$ cat config.mk
export PLATFORM = sky130hd
export DESIGN_NAME = iwf_flags
export DESIGN_NICKNAME = d
export VERILOG_FILES = /design/src/pkg/iwf_pkg.sv /design/src/iwf_flags.sv /design/src/iwf_sync.sv
export SDC_FILE = /design/constraint.sdc
export NUM_CORES = 1
export LEC_CHECK = 0
export BUFFER_PORTS_ARGS = -buffer_cell sky130_fd_sc_hd__buf_2
export CAP_MARGIN = 20
export CORE_MARGIN = 4
export CORE_UTILIZATION = 40
export CTS_BUF_LIST = sky130_fd_sc_hd__clkbuf_16
export CTS_CLUSTER_DIAMETER = 120
export CTS_CLUSTER_SIZE = 40
export DETAILED_ROUTE_END_ITERATION = 8
export GPL_TIMING_DRIVEN = 0
export PLACE_DENSITY = 0.65
export SLEW_MARGIN = 15
export SYNTH_ARGS = -nofsm -noshare
export SYNTH_HDL_FRONTEND = slang
export SYNTH_SLANG_ARGS = --single-unit
$ cat constraint.sdc
create_clock -name pclk -period 6.3 [get_ports pclk]
set_input_delay 0.315 -clock pclk [delete_from_list [all_inputs] [get_ports pclk]]
set_output_delay 0.315 -clock pclk [all_outputs]
set_load 0.005 [all_outputs]
$ cat src/pkg/iwf_pkg.sv
/*
 package for the internal wakeup source flag register: offsets, layouts,
 reset values and enumerations.
 assumes a 32-bit apb slave at 100 MHz.
*/
// Operation
// - one register names the internal wakeup source
// - low-leakage stop exit: source started interrupt
// - very-low-leakage stop exit: source started reset
// - each bit mirrors its peripheral's flag
// - writing one never clears; peripheral clears
// - only chip reset not vll clears it
// - bit n reads one when module n woke
// - set only by enabled, actually-waking sources
package iwf_pkg;
   localparam int IWF_SRC_COUNT = 8;
   localparam logic [11:0] IWF_OFF_FLAGS = 12'h007;
   localparam logic [11:0] IWF_OFF_ENABLE = 12'h010;
   localparam logic [11:0] IWF_OFF_STATUS = 12'h014;
   localparam logic [11:0] IWF_OFF_MASK = 12'h018;
   // kept clear of the flag word at byte 0x01c
   localparam logic [11:0] IWF_OFF_EXIT = 12'h024;
   localparam logic [7:0] IWF_FLAGS_RESET = 8'h00;
   localparam logic [7:0] IWF_ENABLE_RESET = 8'h00;
   localparam logic [7:0] IWF_MASK_RESET = 8'h00;
   localparam int IWF_EXIT_LLS_POS = 0;
   localparam int IWF_EXIT_VERY_LOW_LEAKAGE_STOP_MODE_POS = 1;
   localparam int IWF_SYNC_STAGES = 3;

   typedef enum logic [1:0] {
      IWF_MODE_RUN = 2'b00,
      IWF_MODE_LLS = 2'b01,
      IWF_MODE_VERY_LOW_LEAKAGE_STOP_MODE = 2'b10
   } iwf_mode_t;

   // register index 7 is not word aligned: byte address = 4*index
   function automatic logic [11:0] iwf_addr(input logic [11:0] idx);
      return {idx[9:0], 2'b00};
   endfunction : iwf_addr
endpackage : iwf_pkg

$ cat src/iwf_flags.sv
/*
 internal wakeup source flag register of the low-leakage wakeup unit,
 with enable, exit-mode record and interrupt status/mask, on apb.
 assumes presetn is the chip reset that excludes very-low-leakage wake;
 other reset kinds never reach this block.
*/
`timescale 1ns/100ps
module iwf_flags import iwf_pkg::*; #(
   parameter int N = IWF_SRC_COUNT
) (
   input wire logic pclk, // apb clock, 100 MHz
   input wire logic presetn, // chip reset not vll, active low
   input wire logic psel, // apb select
   input wire logic penable, // apb enable
   input wire logic pwrite, // apb direction
   input wire logic [11:0] paddr, // apb byte address
   input wire logic [31:0] pwdata, // apb write data
   input wire logic [3:0] pstrb, // apb byte strobes
   output logic [31:0] prdata, // apb read data
   output logic pready, // apb ready
   output logic pslverr, // apb error
   input wire logic [N-1:0] module_wakeup_flag, // peripherals' own flags
   input wire logic [1:0] stop_mode, // current iwf_mode_t
   output logic [N-1:0] module_wakeup_bit, // registered flags
   output logic wake_irq_req, // interrupt-flow request, lls exit
   output logic wake_rst_req, // reset-flow request, very_low_leakage_stop_mode exit
   output logic irq // level interrupt
);
   typedef struct packed {
      logic [N-1:0] flags;
      logic [N-1:0] enable;
      logic [N-1:0] status;
      logic [N-1:0] mask;
      logic [1:0] exit_kind;
      logic irq_req;
      logic rst_req;
      logic [31:0] rdata;
      logic ready;
      logic err;
      logic irq;
   } iwf_state_t;
   iwf_state_t st, next_st;

   logic [N-1:0] synced;
   logic [N-1:0] qualified;
   logic access;
   logic mapped;
   logic rd_status;

   iwf_sync #(.WIDTH(N)) u_sync (
      .pclk(pclk),
      .presetn(presetn),
      .async_in(module_wakeup_flag),
      .sync_out(synced)
   );

   assign qualified = synced & st.enable;
   assign access = psel && penable && !st.ready;
   assign mapped = (paddr == iwf_addr(IWF_OFF_FLAGS)) || (paddr == IWF_OFF_ENABLE)
                   || (paddr == IWF_OFF_STATUS) || (paddr == IWF_OFF_MASK)
                   || (paddr == IWF_OFF_EXIT);
   assign rd_status = access && !pwrite && (paddr == IWF_OFF_STATUS);

   always_comb begin
      logic [N-1:0] rises;
      rises = qualified & ~st.flags;
      next_st = st;
      next_st.irq_req = 1'b0;
      next_st.rst_req = 1'b0;
      next_st.ready = 1'b0;
      next_st.err = 1'b0;
      // cleared when peripheral drops it or its enable bit is cleared
      next_st.flags = qualified;
      if (|rises) begin
         if (stop_mode == IWF_MODE_LLS) begin
            next_st.irq_req = 1'b1;
            next_st.exit_kind = 2'b01 << IWF_EXIT_LLS_POS;
         end
         if (stop_mode == IWF_MODE_VERY_LOW_LEAKAGE_STOP_MODE) begin
            next_st.rst_req = 1'b1;
            next_st.exit_kind = 2'b01 << IWF_EXIT_VERY_LOW_LEAKAGE_STOP_MODE_POS;
         end
      end
      if (access) begin
         next_st.ready = 1'b1;
         next_st.err = !mapped;
         next_st.rdata = '0;
         if (!pwrite) begin
            unique case (paddr)
               iwf_addr(IWF_OFF_FLAGS): next_st.rdata[N-1:0] = st.flags;
               IWF_OFF_ENABLE: next_st.rdata[N-1:0] = st.enable;
               IWF_OFF_STATUS: next_st.rdata[N-1:0] = st.status;
               IWF_OFF_MASK: next_st.rdata[N-1:0] = st.mask;
               IWF_OFF_EXIT: next_st.rdata[1:0] = st.exit_kind;
               default: next_st.rdata = '0;
            endcase
         end else if (pstrb[0]) begin
            if (paddr == IWF_OFF_ENABLE) begin
               next_st.enable = pwdata[N-1:0];
            end
            if (paddr == IWF_OFF_MASK) begin
               next_st.mask = pwdata[N-1:0];
            end
         end
      end
      // read clears status; a new event in the same cycle wins
      if (rd_status) begin
         next_st.status = rises;
      end else begin
         next_st.status = st.status | rises;
      end
      next_st.irq = |(next_st.status & next_st.mask);
   end

   // only chip reset not vll clears
   always_ff @(posedge pclk or negedge presetn) begin
      if (!presetn) begin
         st <= '0;
      end else begin
         st <= next_st;
      end
   end

   assign prdata = st.rdata;
   assign pready = st.ready;
   assign pslverr = st.err;
   assign module_wakeup_bit = st.flags;
   assign wake_irq_req = st.irq_req;
   assign wake_rst_req = st.rst_req;
   assign irq = st.irq;

   AST_WRITE_NO_EFFECT: assert property (@(posedge pclk) disable iff (!presetn)
      (access && pwrite && paddr == iwf_addr(IWF_OFF_FLAGS) && synced == $past(synced))
      |=> st.flags == $past(st.flags))
      else $error("flag write changed a bit");

   AST_ENABLE_GATES: assert property (@(posedge pclk) disable iff (!presetn)
      1'b1
      |=> (st.flags & ~$past(st.enable)) == '0)
      else $error("disabled source set");

   AST_MIRROR: assert property (@(posedge pclk) disable iff (!presetn)
      1'b1
      |=> st.flags == $past(synced & st.enable))
      else $error("flag not mirrored");

   AST_CLEAR_FOLLOWS: assert property (@(posedge pclk) disable iff (!presetn)
      (st.flags[0] && !synced[0])
      |=> !st.flags[0])
      else $error("bit 0 stuck");

   AST_LLS_IRQ: assert property (@(posedge pclk) disable iff (!presetn)
      (|(qualified & ~st.flags) && stop_mode == IWF_MODE_LLS)
      |=> wake_irq_req && !wake_rst_req)
      else $error("lls exit missed interrupt");

   AST_VERY_LOW_LEAKAGE_STOP_MODE_RST: assert property (@(posedge pclk) disable iff (!presetn)
      (|(qualified & ~st.flags) && stop_mode == IWF_MODE_VERY_LOW_LEAKAGE_STOP_MODE)
      |=> wake_rst_req && !wake_irq_req)
      else $error("very_low_leakage_stop_mode exit missed reset");

   AST_READ_VALUE: assert property (@(posedge pclk) disable iff (!presetn)
      (access && !pwrite && paddr == iwf_addr(IWF_OFF_FLAGS))
      |=> pready && prdata == {24'h000000, $past(st.flags)})
      else $error("bad flag read");

   AST_ONE_REG: assert property (@(posedge pclk) disable iff (!presetn)
      (access && paddr == iwf_addr(IWF_OFF_FLAGS))
      |=> !pslverr)
      else $error("flag reg err");

   AST_RESET_ZERO: assert property (@(posedge pclk)
      $rose(presetn)
      |-> st.flags == IWF_FLAGS_RESET && !pready && !irq && !wake_irq_req && !wake_rst_req)
      else $error("not zero at reset");

   AST_READY_AFTER_ACCESS: assert property (@(posedge pclk) disable iff (!presetn)
      access
      |=> pready)
      else $error("no ready after access");

   AST_READY_PULSE: assert property (@(posedge pclk) disable iff (!presetn)
      pready
      |=> !pready)
      else $error("ready held too long");

   AST_NO_READY_IDLE: assert property (@(posedge pclk) disable iff (!presetn)
      !access
      |=> !pready)
      else $error("ready without access");

   AST_ERR_WITH_READY: assert property (@(posedge pclk) disable iff (!presetn)
      pslverr
      |-> pready)
      else $error("error without ready");

   AST_UNMAPPED_ERR: assert property (@(posedge pclk) disable iff (!presetn)
      (access && !mapped)
      |=> pslverr)
      else $error("unmapped without error");

   AST_UNMAPPED_ZERO: assert property (@(posedge pclk) disable iff (!presetn)
      (access && !mapped && !pwrite)
      |=> prdata == '0)
      else $error("unmapped read not zero");

   AST_READ_UPPER_ZERO: assert property (@(posedge pclk) disable iff (!presetn)
      (access && !pwrite && paddr == iwf_addr(IWF_OFF_FLAGS))
      |=> prdata[31:N] == '0)
      else $error("flag read upper bits set");

   AST_RDATA_HOLD: assert property (@(posedge pclk) disable iff (!presetn)
      !access
      |=> $stable(prdata))
      else $error("read data moved while idle");

   AST_WRITE_NO_RDATA: assert property (@(posedge pclk) disable iff (!presetn)
      (access && pwrite)
      |=> prdata == '0)
      else $error("write returned data");

   AST_FLAG_WRITE_OK: assert property (@(posedge pclk) disable iff (!presetn)
      (access && pwrite && paddr == iwf_addr(IWF_OFF_FLAGS))
      |=> pready && !pslverr)
      else $error("flag write refused");

   AST_NO_STROBE: assert property (@(posedge pclk) disable iff (!presetn)
      (access && pwrite && !pstrb[0])
      |=> $stable(st.enable) && $stable(st.mask))
      else $error("write without strobe");

   AST_ENABLE_WRITE: assert property (@(posedge pclk) disable iff (!presetn)
      (access && pwrite && pstrb[0] && paddr == IWF_OFF_ENABLE)
      |=> st.enable == $past(pwdata[N-1:0]))
      else $error("enable write lost");

   AST_ENABLE_HOLD: assert property (@(posedge pclk) disable iff (!presetn)
      !(access && pwrite && paddr == IWF_OFF_ENABLE)
      |=> $stable(st.enable))
      else $error("enable changed unasked");

   AST_READ_ENABLE: assert property (@(posedge pclk) disable iff (!presetn)
      (access && !pwrite && paddr == IWF_OFF_ENABLE)
      |=> prdata[N-1:0] == $past(st.enable))
      else $error("bad enable read");

   AST_BIT_NEEDS_SOURCE: assert property (@(posedge pclk) disable iff (!presetn)
      1'b1
      |=> (module_wakeup_bit & ~$past(synced)) == '0)
      else $error("bit set without source");

   AST_REQ_EXCLUSIVE: assert property (@(posedge pclk) disable iff (!presetn)
      wake_irq_req
      |-> !wake_rst_req)
      else $error("both flows requested");

   AST_RUN_NO_REQ: assert property (@(posedge pclk) disable iff (!presetn)
      (stop_mode == IWF_MODE_RUN)
      |=> !wake_irq_req && !wake_rst_req)
      else $error("flow requested in run");

   AST_IRQ_NEEDS_LLS: assert property (@(posedge pclk) disable iff (!presetn)
      wake_irq_req
      |-> $past(stop_mode) == IWF_MODE_LLS)
      else $error("interrupt flow outside lls");

   AST_RST_NEEDS_VERY_LOW_LEAKAGE_STOP_MODE: assert property (@(posedge pclk) disable iff (!presetn)
      wake_rst_req
      |-> $past(stop_mode) == IWF_MODE_VERY_LOW_LEAKAGE_STOP_MODE)
      else $error("reset flow outside very_low_leakage_stop_mode");

   AST_EXIT_LLS: assert property (@(posedge pclk) disable iff (!presetn)
      wake_irq_req
      |-> st.exit_kind[IWF_EXIT_LLS_POS] && !st.exit_kind[IWF_EXIT_VERY_LOW_LEAKAGE_STOP_MODE_POS])
      else $error("lls exit not recorded");

   AST_EXIT_VERY_LOW_LEAKAGE_STOP_MODE: assert property (@(posedge pclk) disable iff (!presetn)
      wake_rst_req
      |-> st.exit_kind[IWF_EXIT_VERY_LOW_LEAKAGE_STOP_MODE_POS] && !st.exit_kind[IWF_EXIT_LLS_POS])
      else $error("very_low_leakage_stop_mode exit not recorded");

   AST_EXIT_HOLD: assert property (@(posedge pclk) disable iff (!presetn)
      ((qualified & ~st.flags) == '0)
      |=> $stable(st.exit_kind))
      else $error("exit record moved");

   AST_READ_EXIT: assert property (@(posedge pclk) disable iff (!presetn)
      (access && !pwrite && paddr == IWF_OFF_EXIT)
      |=> prdata == {30'h00000000, $past(st.exit_kind)})
      else $error("bad exit read");

   AST_STATUS_CATCH: assert property (@(posedge pclk) disable iff (!presetn)
      1'b1
      |=> (st.status & $past(qualified & ~st.flags)) == $past(qualified & ~st.flags))
      else $error("new source not in status");

   AST_STATUS_STICKY: assert property (@(posedge pclk) disable iff (!presetn)
      !rd_status
      |=> (st.status & $past(st.status)) == $past(st.status))
      else $error("status bit lost");

   AST_STATUS_CLEAR: assert property (@(posedge pclk) disable iff (!presetn)
      (rd_status && (qualified & ~st.flags) == '0)
      |=> st.status == '0)
      else $error("status not cleared by read");

   AST_IRQ_LEVEL: assert property (@(posedge pclk) disable iff (!presetn)
      1'b1
      |-> irq == |(st.status & st.mask))
      else $error("interrupt level wrong");
endmodule : iwf_flags

$ cat src/iwf_sync.sv
/*
 three-flop synchroniser with agreement filter for a vector of flags.
 assumes inputs come from peripherals on other clocks or pins.
*/
`timescale 1ns/100ps
module iwf_sync import iwf_pkg::*; #(
   parameter int WIDTH = IWF_SRC_COUNT
) (
   input wire logic pclk, // apb clock
   input wire logic presetn, // async reset, active low
   input wire logic [WIDTH-1:0] async_in, // raw flags
   output logic [WIDTH-1:0] sync_out // filtered flags
);
   typedef struct packed {
      logic [WIDTH-1:0] s1;
      logic [WIDTH-1:0] s2;
      logic [WIDTH-1:0] s3;
      logic [WIDTH-1:0] q;
   } iwf_sync_state_t;
   iwf_sync_state_t st, next_st;

   always_comb begin
      next_st = st;
      next_st.s1 = async_in;
      next_st.s2 = st.s1;
      next_st.s3 = st.s2;
      // change counts once second and third stage agree
      for (int i = 0; i < WIDTH; i++) begin
         if (st.s2[i] == st.s3[i]) begin
            next_st.q[i] = st.s3[i];
         end
      end
   end

   always_ff @(posedge pclk or negedge presetn) begin
      if (!presetn) begin
         st <= '0;
      end else begin
         st <= next_st;
      end
   end

   assign sync_out = st.q;
endmodule : iwf_sync

==> results of run 1 <==
## logic make-up (layout without fill, tap and decap cells)
group | count (synthesis) | count (layout)
buffers and inverters | 61 | 135
flip-flops | 79 | 79
adder cells (fa/ha/maj) | 10 | 10
AND/OR/NAND/NOR | 54 | 54
other | 1 | 24
multiplexers | 26 | 26
AO/OA/AOI/OAI | 27 | 27
## layout make-up
type / instances / area [µm²]
multi-input combinational: 141 / 1070
buffer: 44 / 320
sequential: 79 / 1980
tap: 105 / 131
timing repair buffer: 58 / 313
clock buffer: 9 / 225
clock inverter: 7 / 65.1
inverter: 17 / 63.8
fill: 728 / 4010
## worst reg2reg max path: stages (launching register included)
cell and delay (ns):
dfrtp_1 0.36, nand3b_1 0.17, inv_1 0.10, nand4_1 0.13, nor2_2 0.40, mux2_2 0.41
a22o_1 0.22, or4b_1 0.52
## report_power, final
| group | leakage [nW] | switching [mW] | internal (mW) |
|---|---|---|---|
| Clock | 0.136 | 0.189 | 0.303 |
| Combinational | 1.08 | 0.0303 | 0.0292 |
| Sequential | 1.03 | 0.00656 | 0.522 |
## sequential cells by signal (all words and copies together), names as in the netlist
signal	cells
wake_rst_req	1
u_sync.next_st	16
module_wakeup_bit	8
pready	1
wake_irq_req	1
pslverr	1
irq	1
prdata	8
u_sync.st	8
u_sync.sync_out	8
st	26
## cells in the final DEF (no fill, tap or decap), types with 3 or more instances in the layout
| cell | instances |
|---|---|
| maj3_1 | 8 |
| a22oi_1 | 3 |
| inv_1 | 18 |
| o21ai_0 | 10 |
| conb_1 | 24 |
| dfrtp_1 | 79 |
| buf_4 | 41 |
| clkinvlp_4 | 3 |
| mux4_2 | 6 |
| nor2b_1 | 3 |
| nand3_1 | 4 |
| nand2_1 | 20 |
| clkbuf_16 | 9 |
| mux2_2 | 20 |
| buf_2 | 59 |
| nor2_1 | 11 |
| a22o_1 | 5 |
| a21o_2 | 6 |
## per-layer routing
metal | track usage (%) | up-vias | share of wire (%) | wire, µm
met4 | 6.62 | 0 | 2.3 | 138
met1 | 17.7 | 931 | 47 | 2760
met3 | 2.59 | 10 | 5.9 | 351
met2 | 18.6 | 57 | 45 | 2670
met5 | 0 | - | 0 | 0
li1 | - | 1003 | - | -
## how the worst min path moves through the flow
| stage | endpoint | slack, ns | cells past startpoint |
|---|---|---|---|
| 5_1_grt | u_sync.next_st[21]$_DFF_PN0_ | 0.08 | 1 |
| 4_1_cts | u_sync.next_st[21]$_DFF_PN0_ | 0.08 | 1 |
| 6_report | u_sync.next_st[21]$_DFF_PN0_ | 0.09 | 1 |
| 2_1_floorplan | irq$_DFF_PN0_ | 0.02 | 0 |
| 3_3_place_gp | u_sync.next_st[14]$_DFF_PN0_ | 0.33 | 0 |
| 3_5_place_dp | u_sync.next_st[8]$_DFF_PN0_ | 0.33 | 0 |
==> summary.txt, run 1 <==
post-synthesis adder-cell area fraction - 3.14%
Fin. Hold Viols - 0
Cell Chain, Critical Path - nand3b_1 -> inv_1 -> nand4_1 -> nor2_2 -> mux2_2 -> a22o_1 -> or4b_1
Core Region - 8180 µm²
Residual DRC - 0
outcome - complete, no violations
dpl hpwl - 4.47 mm
Worst setup endpoint - irq$_DFF_PN0_
fin area - 4170 µm²
CTS tree - yes
clk root buf - clkbuf_16
cell row count - 33
prevailing post-synth register cell - dfrtp_1
largest net degree at the start of global routing - 44
most frequent cell after synthesis - dfrtp_1
post-CTS sizing - 0
hold crit path type - in2reg
all-layer global routing usage - 12.6%
Routed Antenna Nets - 0
Worst-Skew Late Latency - 0.32 ns
Worst Skew - 0.00437 ns
Die W - 99.5 µm
simple-gate share of the synthesized area - 9.69%
Crit Path Category - reg2reg
antenna violations before repair - 0
Crit-path slowest cell - or4b_1
Critical Path End Type - flip-flop
mapped cell area - 3350 µm²
max cap viols - 0
fmax - 0.409 GHz
CP top delay family - simple AND/OR/NAND/NOR gates
Max VDD drop - 0.000142 V
post-CTS setup buffer count - 0
CP Data Required Time - 6.49 ns
first-pass GRT wire length - 9.68 mm
DP Worst Slack - 3.67 ns
final max-slew violation count - 0
depth of the most critical reg-to-reg path - 7
fin util - 51.0%
clock sinks - 79
Synth Area in XOR/XNOR - 0%
Vias - 2,001
top cells by count, synth - dfrtp_1 (79), buf_4 (40), mux2_2 (20), nand2_1 (20), inv_1 (17)
Post-Layout Cell Count - 460
instance area at placement - 3870 µm²
RR Endpoint - irq$_DFF_PN0_
Die Height - 99.5 µm
largest family of logic cells by synthesized area - buffers and inverters
post-synthesis mux area share - 10.8%
Layout area overhead - 24.5%
CTS Buffer Depth - 2
Setup TNS Final - 0 ns
count of cell types in the netlist - 34
# port buffers - 56
endpoints failing setup - 0
max incr delay on CP - 0.52 ns
GPL Wtd Cong - 0.793
Synth area leaders - dfrtp_1 (59%), buf_4 (9.0%), mux2_2 (6.7%)
H-tree levels - 3
die footprint - 9890 µm²
syn avg cell area - 13.0 µm²
Slew @ Worst Pin - 0.603 ns
Vias/cell - 4.35
r2r setup slk - 3.86 ns
Critical Path Fanout Max - 8
Mapped Cells - 258
Initial Util - 40.9%
R2R Path Start - pready$_DFF_PN0_
Iter 0 DRT Violations - 74
Critical Path Start - pready$_DFF_PN0_
fraction of layout cells with a size suffix above 1 - 43.9%
Setup WS post-layout - 3.86 ns
worst path bufs/invs - 1
hold slack final - 0.0909 ns
total power - 1.08 mW
Pleak - 2.24 nW
RSZ-0062 raised after global routing - no
clk slew on worst S/H paths - 0.06 ns
CP Data Arrival Time - 2.63 ns
share of the synthesized area in the top cell type - 59.1%
compound-gate portion of the synthesized area - 5.72%
GR Overflow Total - 0
Synth Warn # - 0
placed cells - 443
post-synth top area cell - dfrtp_1
number of synthesized flops with an enable pin - 0
critical path depth in cells - 7
cts bufs inserted - 9
io pins - 108
Yosys reg bits - 79
n_diodes - 0
DRT Wirelength - 5.92 mm
ratio of final minimum period to clock period - 38.8%
slew margin rel. - 59.2%
CTS Hold Bufs - 1
sequential-to-total area share from yosys stat - 59.1%
First-pass DRT Iterations - 4
pwr dens - 259 nW/µm²
Tmin final - 2.44 ns
vias in the first global route - 1,973
FFs w/ async S/R, synth - 100%
drt wl/cell - 12.9 µm
Final nets - 415
Hold Crit Start - module_wakeup_flag[5]
Worst Setup Start Kind - flip-flop
Power figures use the tool's default switching activity.
==> run 2: changes to the inputs <==
--- a/config.mk
+++ b/config.mk
@@ -5,6 +5,7 @@
 export SDC_FILE = /design/constraint.sdc
 export NUM_CORES = 1
 export LEC_CHECK = 0
+export ABC_AREA = 1
 export BUFFER_PORTS_ARGS = -buffer_cell sky130_fd_sc_hd__buf_2
 export CAP_MARGIN = 20
 export CORE_MARGIN = 4
@@ -14,7 +15,7 @@
 export CTS_CLUSTER_SIZE = 40
 export DETAILED_ROUTE_END_ITERATION = 8
 export GPL_TIMING_DRIVEN = 0
-export PLACE_DENSITY = 0.65
+export PLACE_DENSITY = 0.67
 export SLEW_MARGIN = 15
 export SYNTH_ARGS = -nofsm -noshare
 export SYNTH_HDL_FRONTEND = slang
==> constraint.sdc (replaced) <==
create_clock -name pclk -period 2 [get_ports pclk]
set_input_delay 0.1 -clock pclk [delete_from_list [all_inputs] [get_ports pclk]]
set_output_delay 0.1 -clock pclk [all_outputs]
set_load 0.005 [all_outputs]
==> summary.txt, run 2 <==
fmax - 0.552 GHz
hold crit path type - in2reg
Fin. Hold Viols - 0
Critical Path End Type - flip-flop
vias in the first global route - 2,589
hold slack final - 0.0141 ns
placed cells - 565
H-tree levels - 3
fin area - 4440 µm²
GR Overflow Total - 0
Pleak - 2.40 nW
largest net degree at the start of global routing - 44
Tmin final - 1.81 ns
clock sinks - 79
endpoints failing setup - 0
outcome - complete, no violations
CP Data Required Time - 2.20 ns
Residual DRC - 0
Routed Antenna Nets - 0
Post-Layout Cell Count - 590
depth of the most critical reg-to-reg path - 10
max cap viols - 0
total power - 3.43 mW
GPL Wtd Cong - 0.827
all-layer global routing usage - 15.2%
post-CTS sizing - 0
slew margin rel. - 61.1%
Initial Util - 41.0%
Mapped Cells - 377
dpl hpwl - 5.37 mm
CTS Buffer Depth - 2
Slew @ Worst Pin - 0.580 ns
Setup TNS Final - 0 ns
number of synthesized flops with an enable pin - 0
share of the synthesized area in the top cell type - 55.6%
Hold Crit Start - pwdata[2]
Hold Path Stages - 3
prevailing post-synth register cell - dfrtp_1
pwr dens - 773 nW/µm²
Critical Path Start - pready$_DFF_PN0_
first-pass GRT wire length - 12.2 mm
top cells by count, synth - nand2_1 (105), dfrtp_1 (79), buf_4 (41), inv_1 (32), nand3_1 (31)
syn avg cell area - 9.43 µm²
die footprint - 10,500 µm²
most frequent cells in the layout - nand2_1 (105), dfrtp_1 (79), buf_2 (59)
hold endpoint - st[57]$_DFFE_PN0P_
io pins - 108
instance area at placement - 4080 µm²
mapped cell area - 3560 µm²
clk root buf - clkbuf_16
r2r setup slk - 0.19 ns
post-synth top area cell - dfrtp_1
RR Endpoint - irq$_DFF_PN0_
Worst-Skew Late Latency - 0.33 ns
Layout area overhead - 24.7%
Crit Path Category - reg2reg
Most flops, register - st
cell row count - 34
ratio of final minimum period to clock period - 90.5%
Max VDD drop - 0.000535 V
Setup WS post-layout - 0.190 ns
First-pass DRT Iterations - 4
Worst Setup Start Kind - flip-flop
FFs w/ async S/R, synth - 100%
Vias/cell - 4.53
CTS tree - yes
Die Height - 102 µm
Die W - 102 µm
antenna violations before repair - 1
final max-slew violation count - 0
most common cell after layout, fill and taps aside - nand2_1
drt wl/cell - 12.6 µm
R2R Path Start - pready$_DFF_PN0_
Synth area leaders - dfrtp_1 (56%), nand2_1 (11%), buf_4 (8.7%)
Final nets - 543
Critical Path Fanout Max - 9
Worst Skew - 0.00393 ns
max reg flops - 26
fin util - 51.1%
Synth Warn # - 0
Core Region - 8680 µm²
fraction of layout cells with a size suffix above 1 - 29.0%
Vias - 2,670
RSZ-0062 raised after global routing - no
n_diodes - 0
# port buffers - 56
most frequent cell after synthesis - nand2_1
area occupied by multi-input gates - 1180 µm²
clk slew on worst S/H paths - 0.06 ns
sequential-to-total area share from yosys stat - 55.6%
Register Area - 1980 µm²
fillcell total - 847
Yosys reg bits - 79
DRT Wirelength - 7.43 mm
cts bufs inserted - 9
CP Data Arrival Time - 2.01 ns
Iter 0 DRT Violations - 142
count of cell types in the netlist - 29
DP Worst Slack - 0.240 ns
[run 2: changes by cell type after synthesis, moves of 5 or more]
cell / previous run / this run
nand4_1: 1 / 19
inv_1: 17 / 32
a21o_2: 6 / 0
nand3_1: 4 / 31
mux2_2: 20 / 0
nor2_1: 11 / 18
o21ai_0: 10 / 5
nand2_1: 20 / 105
mux4_2: 6 / 0
a22o_1: 5 / 0
[run 2: kinds of logic after synthesis]
kind of cell / count (synthesis) / share of synthesized area (%)
AO/OA/AOI/OAI: 12 / 2.11
adder cells (fa/ha/maj): 10 / 2.96
flip-flops: 79 / 55.6
other: 1 / 0.105
buffers and inverters: 84 / 13.8
AND/OR/NAND/NOR: 191 / 25.5
[run 2: worst max path at each step]
stage	end	depth (start not counted)	slack [ns]
finish	irq$_DFF_PN0_	10	0.19
floorplan	irq$_DFF_PN0_	10	0.56
detailed placement	irq$_DFF_PN0_	10	0.24
global placement	irq$_DFF_PN0_	10	0.24
CTS	irq$_DFF_PN0_	10	0.19
global route	irq$_DFF_PN0_	10	0.03
[run 2: final cells by class]
| type | instances | share of cell area (%) |
|---|---|---|
| sequential | 79 | 44.6 |
| multi-input combinational | 237 | 26.5 |
| timing repair buffer | 67 | 9.08 |
| buffer | 48 | 7.98 |
| clock buffer | 9 | 5.08 |
| inverter | 36 | 3.05 |
| tap | 108 | 3.05 |
| clock inverter | 6 | 0.677 |
[run 2: power breakdown]
part           switching [mW]  leakage, nW  internal [mW]
Combinational           0.153         1.35          0.148
Clock                   0.604        0.130          0.817
Sequential             0.0390        0.923           1.67
[run 2: routing by layer]
metal  global-route usage (%)  wire length [µm]
met1                     21.2              3410
met2                     22.8              3400
met3                     3.75               458
met4                     5.95               145
met5                        0                19
[run 2: what timing repair did]
action | in CTS | in global routing
buffers inserted | 0 | 0
setup endpoints to repair | 0 | 0
hold endpoints to repair | 45 | 0
hold buffers | 10 | 0
[run 2: critical path, stage by stage (launching register included)]
cell	delay, ns
dfrtp_1	0.37
inv_1	0.06
nand3_2	0.12
nor2_2	0.44
nand3_4	0.20
nand2_1	0.11
nand2_1	0.07
nand2_1	0.07
nand2_1	0.05
nor2_1	0.10
nand2_1	0.09
